## src/inc/ssr_pkg.sv

```systemverilog
// constants and carrier types for the secure-session register file
package ssr_pkg;

  // byte address width seen on the register strobe interface
  localparam int ADDR_W = 18;
  // cycles from an accepted read request to read-valid
  localparam int READ_LATENCY = 2;

  // address windows of the two register areas
  localparam logic [17:0] OFFLOAD_LAST  = 18'h000FF;
  localparam logic [17:0] SECURE_FIRST  = 18'h00100;
  localparam logic [17:0] SECURE_LAST   = 18'h3FFFF;
  // upper address bits that pick the internal register area
  localparam logic [1:0]  REG_AREA_SEL  = 2'h0;

  // register offsets (byte addresses)
  localparam logic [17:0] OFF_CORE_RESET   = 18'h00100;
  localparam logic [17:0] OFF_CORE_BUSY    = 18'h00104;
  localparam logic [17:0] OFF_ALERT_CODE   = 18'h00108;
  localparam logic [17:0] OFF_TIMEOUT      = 18'h0010C;
  localparam logic [17:0] OFF_TX_RD_PTR    = 18'h00110;
  localparam logic [17:0] OFF_TX_WR_PTR    = 18'h00114;
  localparam logic [17:0] OFF_RX_RD_PTR    = 18'h00118;
  localparam logic [17:0] OFF_RX_WR_PTR    = 18'h0011C;
  localparam logic [17:0] OFF_GEN_TYPE     = 18'h00120;
  localparam logic [17:0] OFF_GEN_LENGTH   = 18'h00124;
  localparam logic [17:0] OFF_CHK_MODE     = 18'h00128;
  localparam logic [17:0] OFF_CHK_LENGTH   = 18'h0012C;
  localparam logic [17:0] OFF_HEADER_SKIP  = 18'h00130;

  // field positions
  localparam int BUSY_HANDSHAKE_BIT = 1;
  localparam int BUSY_TRANSFER_BIT  = 0;
  localparam int CHK_BUSY_BIT       = 1;
  localparam int CHK_MISMATCH_BIT   = 0;

  // values after reset
  localparam logic [31:0] RST_CORE_RESET  = 32'h0000_0000;
  localparam logic [31:0] RST_TIMEOUT     = 32'h0000_0000;
  localparam logic [31:0] RST_POINTER     = 32'h0000_0000;
  localparam logic [31:0] RST_PATTERN     = 32'h0000_0000;
  localparam logic [31:0] RST_LENGTH      = 32'h0000_0000;

  // pattern encodings shared by generator and checker
  typedef enum logic [1:0] {
    PATT_DEC_BIN  = 2'h0,
    PATT_INC_BIN  = 2'h1,
    PATT_DEC_TEXT = 2'h2,
    PATT_INC_TEXT = 2'h3
  } ssr_pattern_t;

  // one register access from the bridge
  typedef struct packed {
    logic        reg_write_strobe;
    logic        reg_read_request;
    logic [17:0] reg_word_address;
    logic [31:0] reg_write_word;
    logic [3:0]  reg_byte_lane_enables;
  } ssr_req_t;

  // status coming back from the core and its helpers
  typedef struct packed {
    logic        handshake_busy;
    logic        transfer_busy;
    logic [15:0] alert_code;
    logic [13:0] tx_ring_read_pointer;
    logic [13:0] rx_ring_write_pointer;
    logic [31:0] generator_remaining;
    logic        checker_busy;
    logic        checker_mismatch;
    logic [31:0] checker_remaining;
  } ssr_status_t;

  // control driven to the core and its helpers
  typedef struct packed {
    logic         secure_core_reset_n;
    logic [15:0]  response_timeout;
    logic [13:0]  tx_ring_write_pointer;
    logic [13:0]  rx_ring_read_pointer;
    ssr_pattern_t generator_pattern_select;
    logic [31:0]  generator_length;
    logic         generator_start;
    ssr_pattern_t checker_pattern_select;
    logic [31:0]  checker_length;
    logic         checker_start;
    logic [13:0]  header_skip_length;
  } ssr_ctrl_t;

endpackage

```

## src/ssr_register_file.sv

```systemverilog
// register file controlling and watching the secure-session core
`timescale 1ns/1ps
// Notes on behaviour
// offload window below 0x100, core window above
// write: one-cycle strobe, word address, lane enables
// read: request, answer with read-valid and data
// bridge crosses clocks; registers see 32-bit strobes
// offset 0x100 bit 0 drives core reset low
// offset 0x104 returns handshake and transfer busy
// offset 0x108 returns 16-bit alert code
// offset 0x10C loads 16-bit response timeout
// offset 0x110 returns transmit ring read pointer
// offset 0x114 loads transmit ring write pointer
// offset 0x118 loads receive ring read pointer
// offset 0x11C returns receive ring write pointer
// offset 0x120 sets generator pattern select
// offset 0x124 writes length, reads remaining
// offset 0x128 reads checker busy and mismatch
// offset 0x128 write sets checker pattern select
// offset 0x12C writes length, reads remaining
// offset 0x130 loads header skip byte count
// address bits 13 to 2 pick the register
// read-valid two cycles after read request
// unmapped writes ignored, unmapped reads return zero
module ssr_register_file (
  // clock and reset
  input  wire logic                clk,
  input  wire logic                rstn,
  // register strobe interface from the bridge
  input  wire ssr_pkg::ssr_req_t   req,
  output logic                     reg_read_valid,
  output logic              [31:0] reg_read_word,
  // access falls in the offload engine window
  output logic                     offload_area_select,
  // core side
  input  wire ssr_pkg::ssr_status_t status,
  output ssr_pkg::ssr_ctrl_t        ctrl
);
  import ssr_pkg::*;

  // start-pulse state held directly in this module; stored fields sit in the lane registers
  typedef struct packed {
    logic generator_start;
    logic checker_start;
  } ssr_rf_st_t;

  ssr_rf_st_t st_ff;   // registered state
  ssr_rf_st_t nxt_st;  // next state

  // decode helpers
  logic [17:0] addr;          // byte address of this access
  logic [11:0] reg_index;     // word index inside an area
  logic        in_offload;    // address in offload window
  logic        in_secure;     // address in core window
  logic        in_reg_area;   // core window, register area
  logic        wr_hit;        // write aimed at our registers
  logic        rd_hit;        // read aimed at our registers

  // per-register write loads
  logic ld_core_reset;
  logic ld_timeout;
  logic ld_tx_wr_ptr;
  logic ld_rx_rd_ptr;
  logic ld_gen_type;
  logic ld_gen_length;
  logic ld_chk_mode;
  logic ld_chk_length;
  logic ld_header_skip;

  // stored fields from the lane registers
  logic [0:0]  core_reset_q;
  logic [15:0] timeout_q;
  logic [13:0] tx_wr_ptr_q;
  logic [13:0] rx_rd_ptr_q;
  logic [1:0]  gen_type_q;
  logic [31:0] gen_length_q;
  logic [1:0]  chk_mode_q;
  logic [31:0] chk_length_q;
  logic [13:0] header_skip_q;

  // read mux output and its mapped flag
  logic [31:0] select_word;
  logic        rd_mapped;

  // index of a register offset, bits 13 down to 2
  function automatic logic [11:0] index_of(input logic [17:0] off);
    index_of = off[13:2];
  endfunction

  // address windows and area select
  always_comb begin
    addr        = req.reg_word_address;
    reg_index   = addr[13:2];
    in_offload  = (addr <= OFFLOAD_LAST);
    in_secure   = (addr >= SECURE_FIRST) &&
                  (addr <= SECURE_LAST);
    in_reg_area = in_secure &&
                  (addr[17:16] == REG_AREA_SEL);
    wr_hit      = req.reg_write_strobe && in_reg_area;
    rd_hit      = req.reg_read_request && in_reg_area;
  end

  // offload accesses are passed on, not answered here
  assign offload_area_select = in_offload &&
    (req.reg_write_strobe || req.reg_read_request);

  // write decode; other offsets are simply dropped
  always_comb begin
    ld_core_reset  = wr_hit && (reg_index == index_of(OFF_CORE_RESET));
    ld_timeout     = wr_hit && (reg_index == index_of(OFF_TIMEOUT));
    ld_tx_wr_ptr   = wr_hit && (reg_index == index_of(OFF_TX_WR_PTR));
    ld_rx_rd_ptr   = wr_hit && (reg_index == index_of(OFF_RX_RD_PTR));
    ld_gen_type    = wr_hit && (reg_index == index_of(OFF_GEN_TYPE));
    ld_gen_length  = wr_hit && (reg_index == index_of(OFF_GEN_LENGTH));
    ld_chk_mode    = wr_hit && (reg_index == index_of(OFF_CHK_MODE));
    ld_chk_length  = wr_hit && (reg_index == index_of(OFF_CHK_LENGTH));
    ld_header_skip = wr_hit &&
                     (reg_index == index_of(OFF_HEADER_SKIP));
  end

  // core reset, held low until software writes 1
  ssr_lane_reg #(.WIDTH(1), .RESET_VALUE(RST_CORE_RESET)) u_core_reset (
    .clk          (clk),
    .rstn         (rstn),
    .load         (ld_core_reset),
    .lane_enables (req.reg_byte_lane_enables),
    .write_word   (req.reg_write_word),
    .value        (core_reset_q)
  );

  // response timeout
  ssr_lane_reg #(.WIDTH(16), .RESET_VALUE(RST_TIMEOUT)) u_timeout (
    .clk          (clk),
    .rstn         (rstn),
    .load         (ld_timeout),
    .lane_enables (req.reg_byte_lane_enables),
    .write_word   (req.reg_write_word),
    .value        (timeout_q)
  );

  // transmit ring write pointer
  ssr_lane_reg #(.WIDTH(14), .RESET_VALUE(RST_POINTER)) u_tx_wr_ptr (
    .clk          (clk),
    .rstn         (rstn),
    .load         (ld_tx_wr_ptr),
    .lane_enables (req.reg_byte_lane_enables),
    .write_word   (req.reg_write_word),
    .value        (tx_wr_ptr_q)
  );

  // receive ring read pointer
  ssr_lane_reg #(.WIDTH(14), .RESET_VALUE(RST_POINTER)) u_rx_rd_ptr (
    .clk          (clk),
    .rstn         (rstn),
    .load         (ld_rx_rd_ptr),
    .lane_enables (req.reg_byte_lane_enables),
    .write_word   (req.reg_write_word),
    .value        (rx_rd_ptr_q)
  );

  // generator pattern select
  ssr_lane_reg #(.WIDTH(2), .RESET_VALUE(RST_PATTERN)) u_gen_type (
    .clk          (clk),
    .rstn         (rstn),
    .load         (ld_gen_type),
    .lane_enables (req.reg_byte_lane_enables),
    .write_word   (req.reg_write_word),
    .value        (gen_type_q)
  );

  // generator length
  ssr_lane_reg #(.WIDTH(32), .RESET_VALUE(RST_LENGTH)) u_gen_length (
    .clk          (clk),
    .rstn         (rstn),
    .load         (ld_gen_length),
    .lane_enables (req.reg_byte_lane_enables),
    .write_word   (req.reg_write_word),
    .value        (gen_length_q)
  );

  // checker pattern select, two bits at the bottom
  ssr_lane_reg #(.WIDTH(2), .RESET_VALUE(RST_PATTERN)) u_chk_mode (
    .clk          (clk),
    .rstn         (rstn),
    .load         (ld_chk_mode),
    .lane_enables (req.reg_byte_lane_enables),
    .write_word   (req.reg_write_word),
    .value        (chk_mode_q)
  );

  // checker length
  ssr_lane_reg #(.WIDTH(32), .RESET_VALUE(RST_LENGTH)) u_chk_length (
    .clk          (clk),
    .rstn         (rstn),
    .load         (ld_chk_length),
    .lane_enables (req.reg_byte_lane_enables),
    .write_word   (req.reg_write_word),
    .value        (chk_length_q)
  );

  // header skip byte count
  ssr_lane_reg #(.WIDTH(14), .RESET_VALUE(RST_LENGTH)) u_header_skip (
    .clk          (clk),
    .rstn         (rstn),
    .load         (ld_header_skip),
    .lane_enables (req.reg_byte_lane_enables),
    .write_word   (req.reg_write_word),
    .value        (header_skip_q)
  );

  // start pulses follow a length write by one cycle
  always_comb begin
    nxt_st                 = st_ff;
    nxt_st.generator_start = ld_gen_length;
    nxt_st.checker_start   = ld_chk_length;
  end

  // state register
  always_ff @(posedge clk or negedge rstn) begin
    if (!rstn) begin
      st_ff <= '0;
    end else begin
      st_ff <= nxt_st;
    end
  end

  // control bundle to the core
  always_comb begin
    ctrl.secure_core_reset_n      = core_reset_q[0];
    ctrl.response_timeout         = timeout_q;
    ctrl.tx_ring_write_pointer    = tx_wr_ptr_q;
    ctrl.rx_ring_read_pointer     = rx_rd_ptr_q;
    ctrl.generator_pattern_select = ssr_pattern_t'(gen_type_q);
    ctrl.generator_length         = gen_length_q;
    ctrl.generator_start          = st_ff.generator_start;
    ctrl.checker_pattern_select   = ssr_pattern_t'(chk_mode_q);
    ctrl.checker_length           = chk_length_q;
    ctrl.checker_start            = st_ff.checker_start;
    ctrl.header_skip_length       = header_skip_q;
  end

  // read mux; write-only and unmapped words read zero
  always_comb begin
    select_word = 32'h0000_0000;
    rd_mapped   = 1'b1;
    unique case (reg_index)
      index_of(OFF_CORE_BUSY): begin
        select_word[BUSY_HANDSHAKE_BIT] = status.handshake_busy;
        select_word[BUSY_TRANSFER_BIT]  = status.transfer_busy;
      end
      index_of(OFF_ALERT_CODE): begin
        select_word[15:0] = status.alert_code;
      end
      index_of(OFF_TX_RD_PTR): begin
        select_word[13:0] = status.tx_ring_read_pointer;
      end
      index_of(OFF_RX_WR_PTR): begin
        select_word[13:0] = status.rx_ring_write_pointer;
      end
      index_of(OFF_GEN_LENGTH): begin
        select_word = status.generator_remaining;
      end
      index_of(OFF_CHK_MODE): begin
        select_word[CHK_BUSY_BIT]     = status.checker_busy;
        select_word[CHK_MISMATCH_BIT] = status.checker_mismatch;
      end
      index_of(OFF_CHK_LENGTH): begin
        select_word = status.checker_remaining;
      end
      default: begin
        rd_mapped = 1'b0;
      end
    endcase
  end

  // answer path: read-valid two edges after the request
  ssr_read_pipe u_read_pipe (
    .clk         (clk),
    .rstn        (rstn),
    .request     (rd_hit),
    .select_word (select_word),
    .read_valid  (reg_read_valid),
    .read_word   (reg_read_word)
  );

  // read answered at the promised latency
  read_latency_a: assert property (
    @(posedge clk) disable iff (!rstn)
    rd_hit |-> ##2 reg_read_valid)
    else $error("read-valid not two cycles after request");

  // no answer without a request two cycles before
  valid_cause_a: assert property (
    @(posedge clk) disable iff (!rstn)
    reg_read_valid |-> $past(rd_hit, 2))
    else $error("read-valid without a request");

  // core reset follows bit 0 of its write
  core_reset_a: assert property (
    @(posedge clk) disable iff (!rstn)
    ld_core_reset && req.reg_byte_lane_enables[0]
    |=> ctrl.secure_core_reset_n == $past(req.reg_write_word[0]))
    else $error("core reset not loaded from bit 0");

  // timeout loaded from the low half word
  timeout_load_a: assert property (
    @(posedge clk) disable iff (!rstn)
    ld_timeout && (req.reg_byte_lane_enables[1:0] == 2'h3)
    |=> ctrl.response_timeout == $past(req.reg_write_word[15:0]))
    else $error("timeout not loaded");

  // disabled top lane keeps its byte
  lane_keep_a: assert property (
    @(posedge clk) disable iff (!rstn)
    ld_gen_length && !req.reg_byte_lane_enables[3]
    |=> $stable(ctrl.generator_length[31:24]))
    else $error("disabled byte lane was written");

  // unmapped reads return zero
  unmapped_zero_a: assert property (
    @(posedge clk) disable iff (!rstn)
    rd_hit && !rd_mapped |-> ##2 reg_read_word == 32'h0000_0000)
    else $error("unmapped read returned nonzero");

  // offload accesses leave the stored fields alone
  // start pulses are left out: they may trail an earlier length write
  offload_route_a: assert property (
    @(posedge clk) disable iff (!rstn)
    offload_area_select |=> $stable({ctrl.secure_core_reset_n,
      ctrl.response_timeout, ctrl.tx_ring_write_pointer,
      ctrl.rx_ring_read_pointer, ctrl.generator_pattern_select,
      ctrl.generator_length, ctrl.checker_pattern_select,
      ctrl.checker_length, ctrl.header_skip_length}))
    else $error("offload access changed core control");

  // busy word carries only two bits
  busy_bits_a: assert property (
    @(posedge clk) disable iff (!rstn)
    rd_hit && (reg_index == index_of(OFF_CORE_BUSY))
    |-> ##2 reg_read_word[31:2] == 30'h0)
    else $error("busy read has stray bits");

  // start pulse high exactly in the cycle after a length write
  gen_start_a: assert property (
    @(posedge clk) disable iff (!rstn)
    ctrl.generator_start == $past(ld_gen_length))
    else $error("generator start pulse wrong");

endmodule // ssr_register_file

```

## src/ssr_lane_reg.sv

```systemverilog
// write-only register with byte-lane enables
`timescale 1ns/1ps
module ssr_lane_reg #(
  parameter int          WIDTH       = 32,
  parameter logic [31:0] RESET_VALUE = 32'h0000_0000
) (
  // clock and reset
  input  wire logic             clk,
  input  wire logic             rstn,
  // write side
  input  wire logic             load,
  input  wire logic [3:0]       lane_enables,
  input  wire logic [31:0]      write_word,
  // stored value
  output logic      [WIDTH-1:0] value
);
  import ssr_pkg::*;

  // whole state of this register
  typedef struct packed {
    logic [WIDTH-1:0] value;
  } ssr_lane_st_t;

  ssr_lane_st_t st_ff;   // registered state
  ssr_lane_st_t nxt_st;  // next state

  // each bit follows its own byte lane enable
  always_comb begin
    nxt_st = st_ff;
    for (int b = 0; b < WIDTH; b++) begin
      if (load && lane_enables[b/8]) begin
        nxt_st.value[b] = write_word[b];
      end
    end
  end

  // state register
  always_ff @(posedge clk or negedge rstn) begin
    if (!rstn) begin
      st_ff.value <= RESET_VALUE[WIDTH-1:0];
    end else begin
      st_ff <= nxt_st;
    end
  end

  assign value = st_ff.value;

endmodule // ssr_lane_reg

```

## src/ssr_read_pipe.sv

```systemverilog
// two-stage read return path
`timescale 1ns/1ps
module ssr_read_pipe (
  // clock and reset
  input  wire logic        clk,
  input  wire logic        rstn,
  // selected read data
  input  wire logic        request,
  input  wire logic [31:0] select_word,
  // answer to the bridge
  output logic             read_valid,
  output logic      [31:0] read_word
);
  import ssr_pkg::*;

  // whole state of the return path
  typedef struct packed {
    logic        stage_valid;
    logic [31:0] stage_word;
    logic        out_valid;
    logic [31:0] out_word;
  } ssr_pipe_st_t;

  ssr_pipe_st_t st_ff;   // registered state
  ssr_pipe_st_t nxt_st;  // next state

  // first stage captures the mux, second presents it
  always_comb begin
    nxt_st             = st_ff;
    nxt_st.stage_valid = request;
    nxt_st.stage_word  = request ? select_word : 32'h0000_0000;
    nxt_st.out_valid   = st_ff.stage_valid;
    nxt_st.out_word    = st_ff.stage_word;
  end

  // state register
  always_ff @(posedge clk or negedge rstn) begin
    if (!rstn) begin
      st_ff <= '0;
    end else begin
      st_ff <= nxt_st;
    end
  end

  assign read_valid = st_ff.out_valid;
  assign read_word  = st_ff.out_word;

endmodule // ssr_read_pipe

```

## config.mk

```make
export PLATFORM = sky130hd
export DESIGN_NAME = ssr_register_file
export DESIGN_NICKNAME = d
export VERILOG_FILES = /design/src/inc/ssr_pkg.sv /design/src/ssr_register_file.sv /design/src/ssr_lane_reg.sv /design/src/ssr_read_pipe.sv
export SDC_FILE = /design/constraint.sdc
export NUM_CORES = 1
export LEC_CHECK = 0
export BUFFER_PORTS_ARGS = -buffer_cell sky130_fd_sc_hd__buf_2
export CAP_MARGIN = 40
export CORE_MARGIN = 2
export CORE_UTILIZATION = 35
export DETAILED_ROUTE_END_ITERATION = 10
export HOLD_SLACK_MARGIN = 0.12
export PLACE_DENSITY_LB_ADDON = 0.05
export SYNTH_ARGS = -nofsm -noshare
export SYNTH_HDL_FRONTEND = slang
export SYNTH_SLANG_ARGS = --single-unit
```

## constraint.sdc

```tcl
create_clock -name clk -period 2.1 [get_ports clk]
set_clock_uncertainty 0.15 [all_clocks]
set_input_delay 0.21 -clock clk [delete_from_list [all_inputs] [get_ports clk]]
set_output_delay 0.21 -clock clk [all_outputs]
set_load 0.05 [all_outputs]
```

==> qor.txt <==
final net count: 1181
Hold EP: u_read_pipe.nxt_st[3]
first-pass GRT wire length: 37300 um
syn_area_per_cell: 15.1 um2
Clock Path Buffers: 2
CTS Buf Count: 17
total number of vias: 6417
Leak Pwr: 6.45 nW
Worst slew margin: 65.6%
Routed wire per std cell: 18.3 um
kind of critical path: in -> out
Finished Core Util: 54.9%
core area: 0.0219 mm2
setup violators final: 0
sequential share of the synthesized area: 62.4%
Synth Area in XOR/XNOR: 0%
cell taking the most area after synthesis: dfrtp_1
width of the die: 153 um
Post-Syn Nets: 688
most frequent cell after synthesis: dfrtp_1
synth top area cells: dfrtp_1, mux2_2, a22oi_1
dpl ws: -0.0251 ns
vias per cell: 4.92
Placer Congestion: 0.858
design area: 0.0120 mm2
CTS tree: built
Hold Vio Cnt, Final: 0
R2R Path End: u_chk_length.value[18]
ys flop type: dfrtp_1
initial antenna violation count: 2
power density over cell area: 630 mW/mm2
number of cells after detailed placement: 1150
YS warnings: 0
fraction of registers with async set/reset: 100%
hold_sp: status[69]
clk_lat worst skew: 0.43 ns
total gr overflow: 0
Fillers: 1871
share of post-route cells with drive strength above 1: 56.3%
final setup margin: 0.0667 ns
drt pass-1 iters: 6
unrepaired setup endpoints after global routing: no
area growth from synthesis to layout: 53.7%
Worst Path Required: 1.74 ns
Routed Antenna Nets: 0
Post-DP Area: 0.0102 mm2
CP Cell Sequence: buf_2 -> or4_4 -> or2_1 -> nor3_4 -> clkbuf_4
drt drc: 0
hpwl dp: 17000 um
Fmax: 492 MHz
Placement Rows: 54
Reg clk slew, reported paths: 0.07 ns
Yosys reg bits: 195
Die Span Y: 153 um
Finished Layout Cells: 1304
Max-cap violations: 0
Compound-Gate Fraction of Synth Area: 6.93%
Post-synth top cells: dfrtp_1, mux2_2, nand2_1
clk sinks: 195
Post-synth EDFFs: 0
drt initial violations: 392
Hold WC Path Type: in -> reg
setup TNS: 0 ns
vias in the first global route: 6959
hold path cells: 4
count of cell types in the netlist: 51
root buf cell: clkbuf_16
Bufs and invs on worst path: 2
CP max FO: 5
cells on worst reg2reg path: 1
number of diodes: 0
highest-delay cell along the critical path: or4_4
Post-Route WL: 23900 um
R2R setup slack: 1.17 ns
Post-CTS Setup Inserts: 0
post-synth top area share: 62.4%
simple-gate share of the synthesized area: 10.3%
arrival time at the worst endpoint: 1.67 ns
cell count after synthesis: 518
gr usage total: 20.2%
CTS H-tree depth: 4
Worst path max stage delay: 0.61 ns
cell family with most CP delay: simple AND/OR/NAND/NOR gates
adder-cell share of the synthesized area: 0%
Post-Syn Area: 0.00782 mm2
Reg2Reg Launch Point: u_chk_length.value[18]
final worst-path cycle share: 96.8%
boundary pin count: 333
Slew @ Worst Pin: 0.516 ns
largest family of logic cells by synthesized area: multiplexers
DIE AREA: 0.0235 mm2
largest net degree at the start of global routing: 61
Setup crit end kind: output port
post-synthesis mux area share: 18.6%
Port Buf Inserts: 330
max-slew violations: 0
peak supply drop: 0.000488 V
outcome: completed
Initial Util: 35.7%
CP Launch Type: primary input
fin crit period: 2.03 ns
per-layer routing:
metal  wire (um)  track usage, %
met1        9280            23.8
met3        1780            5.95
met5          13               0
met2       12100            34.9
met4         730            7.60
power by group:
| group | internal [W] | switching (W) | leakage (nW) |
|---|---|---|---|
| combinational | 0.000359 | 0.000307 | 3.43 |
| clock | 0.00161 | 0.00153 | 0.288 |
| sequential | 0.00376 | 0.00000106 | 2.72 |
| total | 0.00573 | 0.00184 | 6.45 |
cell type report:
cell class	count	area, um2	share of cell area, %
Clock inverter	14	140	1.17
Tap cell	280	350	2.92
Sequential cell	195	4880	40.6
Multi-Input combinational cell	297	2830	23.6
Inverter	3	11.3	0.0937
Timing Repair Buffer	497	3360	28.0
Clock buffer	18	439	3.66
per-stage QoR:
stage	total power [W]	hold WS, ns
3_3_place_gp	0.00430	0.0731
4_1_cts	0.00767	0.122
5_1_grt	0.00791	0.128
3_5_place_dp	0.00432	0.0826
2_1_floorplan	0.00397	-0.236
6_report	0.00756	0.140
registers in the layout, indices dropped and copies added (netlist names):
| name | cells |
|---|---|
| ctrl | 2 |
| u_chk_length.value | 32 |
| u_chk_mode.value | 2 |
| u_core_reset.value | 1 |
| u_gen_length.value | 32 |
| u_gen_type.value | 2 |
| u_header_skip.value | 14 |
| u_read_pipe.nxt_st | 33 |
| u_read_pipe.read_valid | 1 |
| u_read_pipe.read_word | 32 |
| u_rx_rd_ptr.value | 14 |
| u_timeout.value | 16 |
| u_tx_wr_ptr.value | 14 |
timing repair:
| item | 4_1_cts | 5_1_grt |
|---|---|---|
| gates resized for setup | 0 | 1 |
| setup endpoints to repair | 0 | 1 |
| hold buffers | 122 | 0 |
| hold endpoints to repair | 354 | 0 |
worst max-delay path by stage:
stage | start | depth (start not counted) | end
after floorplan | req[49] | 4 | offload_area_select
after global placement | req[49] | 5 | u_gen_type.value[1]
after detailed placement | req[49] | 5 | u_gen_type.value[0]
after CTS | req[49] | 5 | offload_area_select
after global routing | req[49] | 5 | offload_area_select
final | req[49] | 5 | offload_area_select
placed cells by master (no fill, tap or decap), types with 3 or more instances in the layout:
cell	count
buf_4	34
dlygate4sd3_1	122
a222oi_1	12
nor2_1	8
nor2_4	3
nor4b_4	3
a22oi_1	18
buf_12	11
or3_1	3
nand4_1	6
buf_2	328
and2_1	3
a22o_1	14
nand2_1	19
mux2_2	128
a21oi_1	14
nor2b_1	5
nor2_2	13
inv_8	4
o21ai_0	4
clkinv_4	3
clkbuf_16	17
dfrtp_1	195
a221oi_1	4
inv_6	3
nand4_4	6
nor3b_2	3
logic make-up (layout without fill, tap and decap cells):
logic type	after synthesis	count (layout)
AO/OA/AOI/OAI	70	70
buffers and inverters	26	532
AND/OR/NAND/NOR	98	98
multiplexers	129	129
flip-flops	195	195
(Power assumes the default switching activity.)
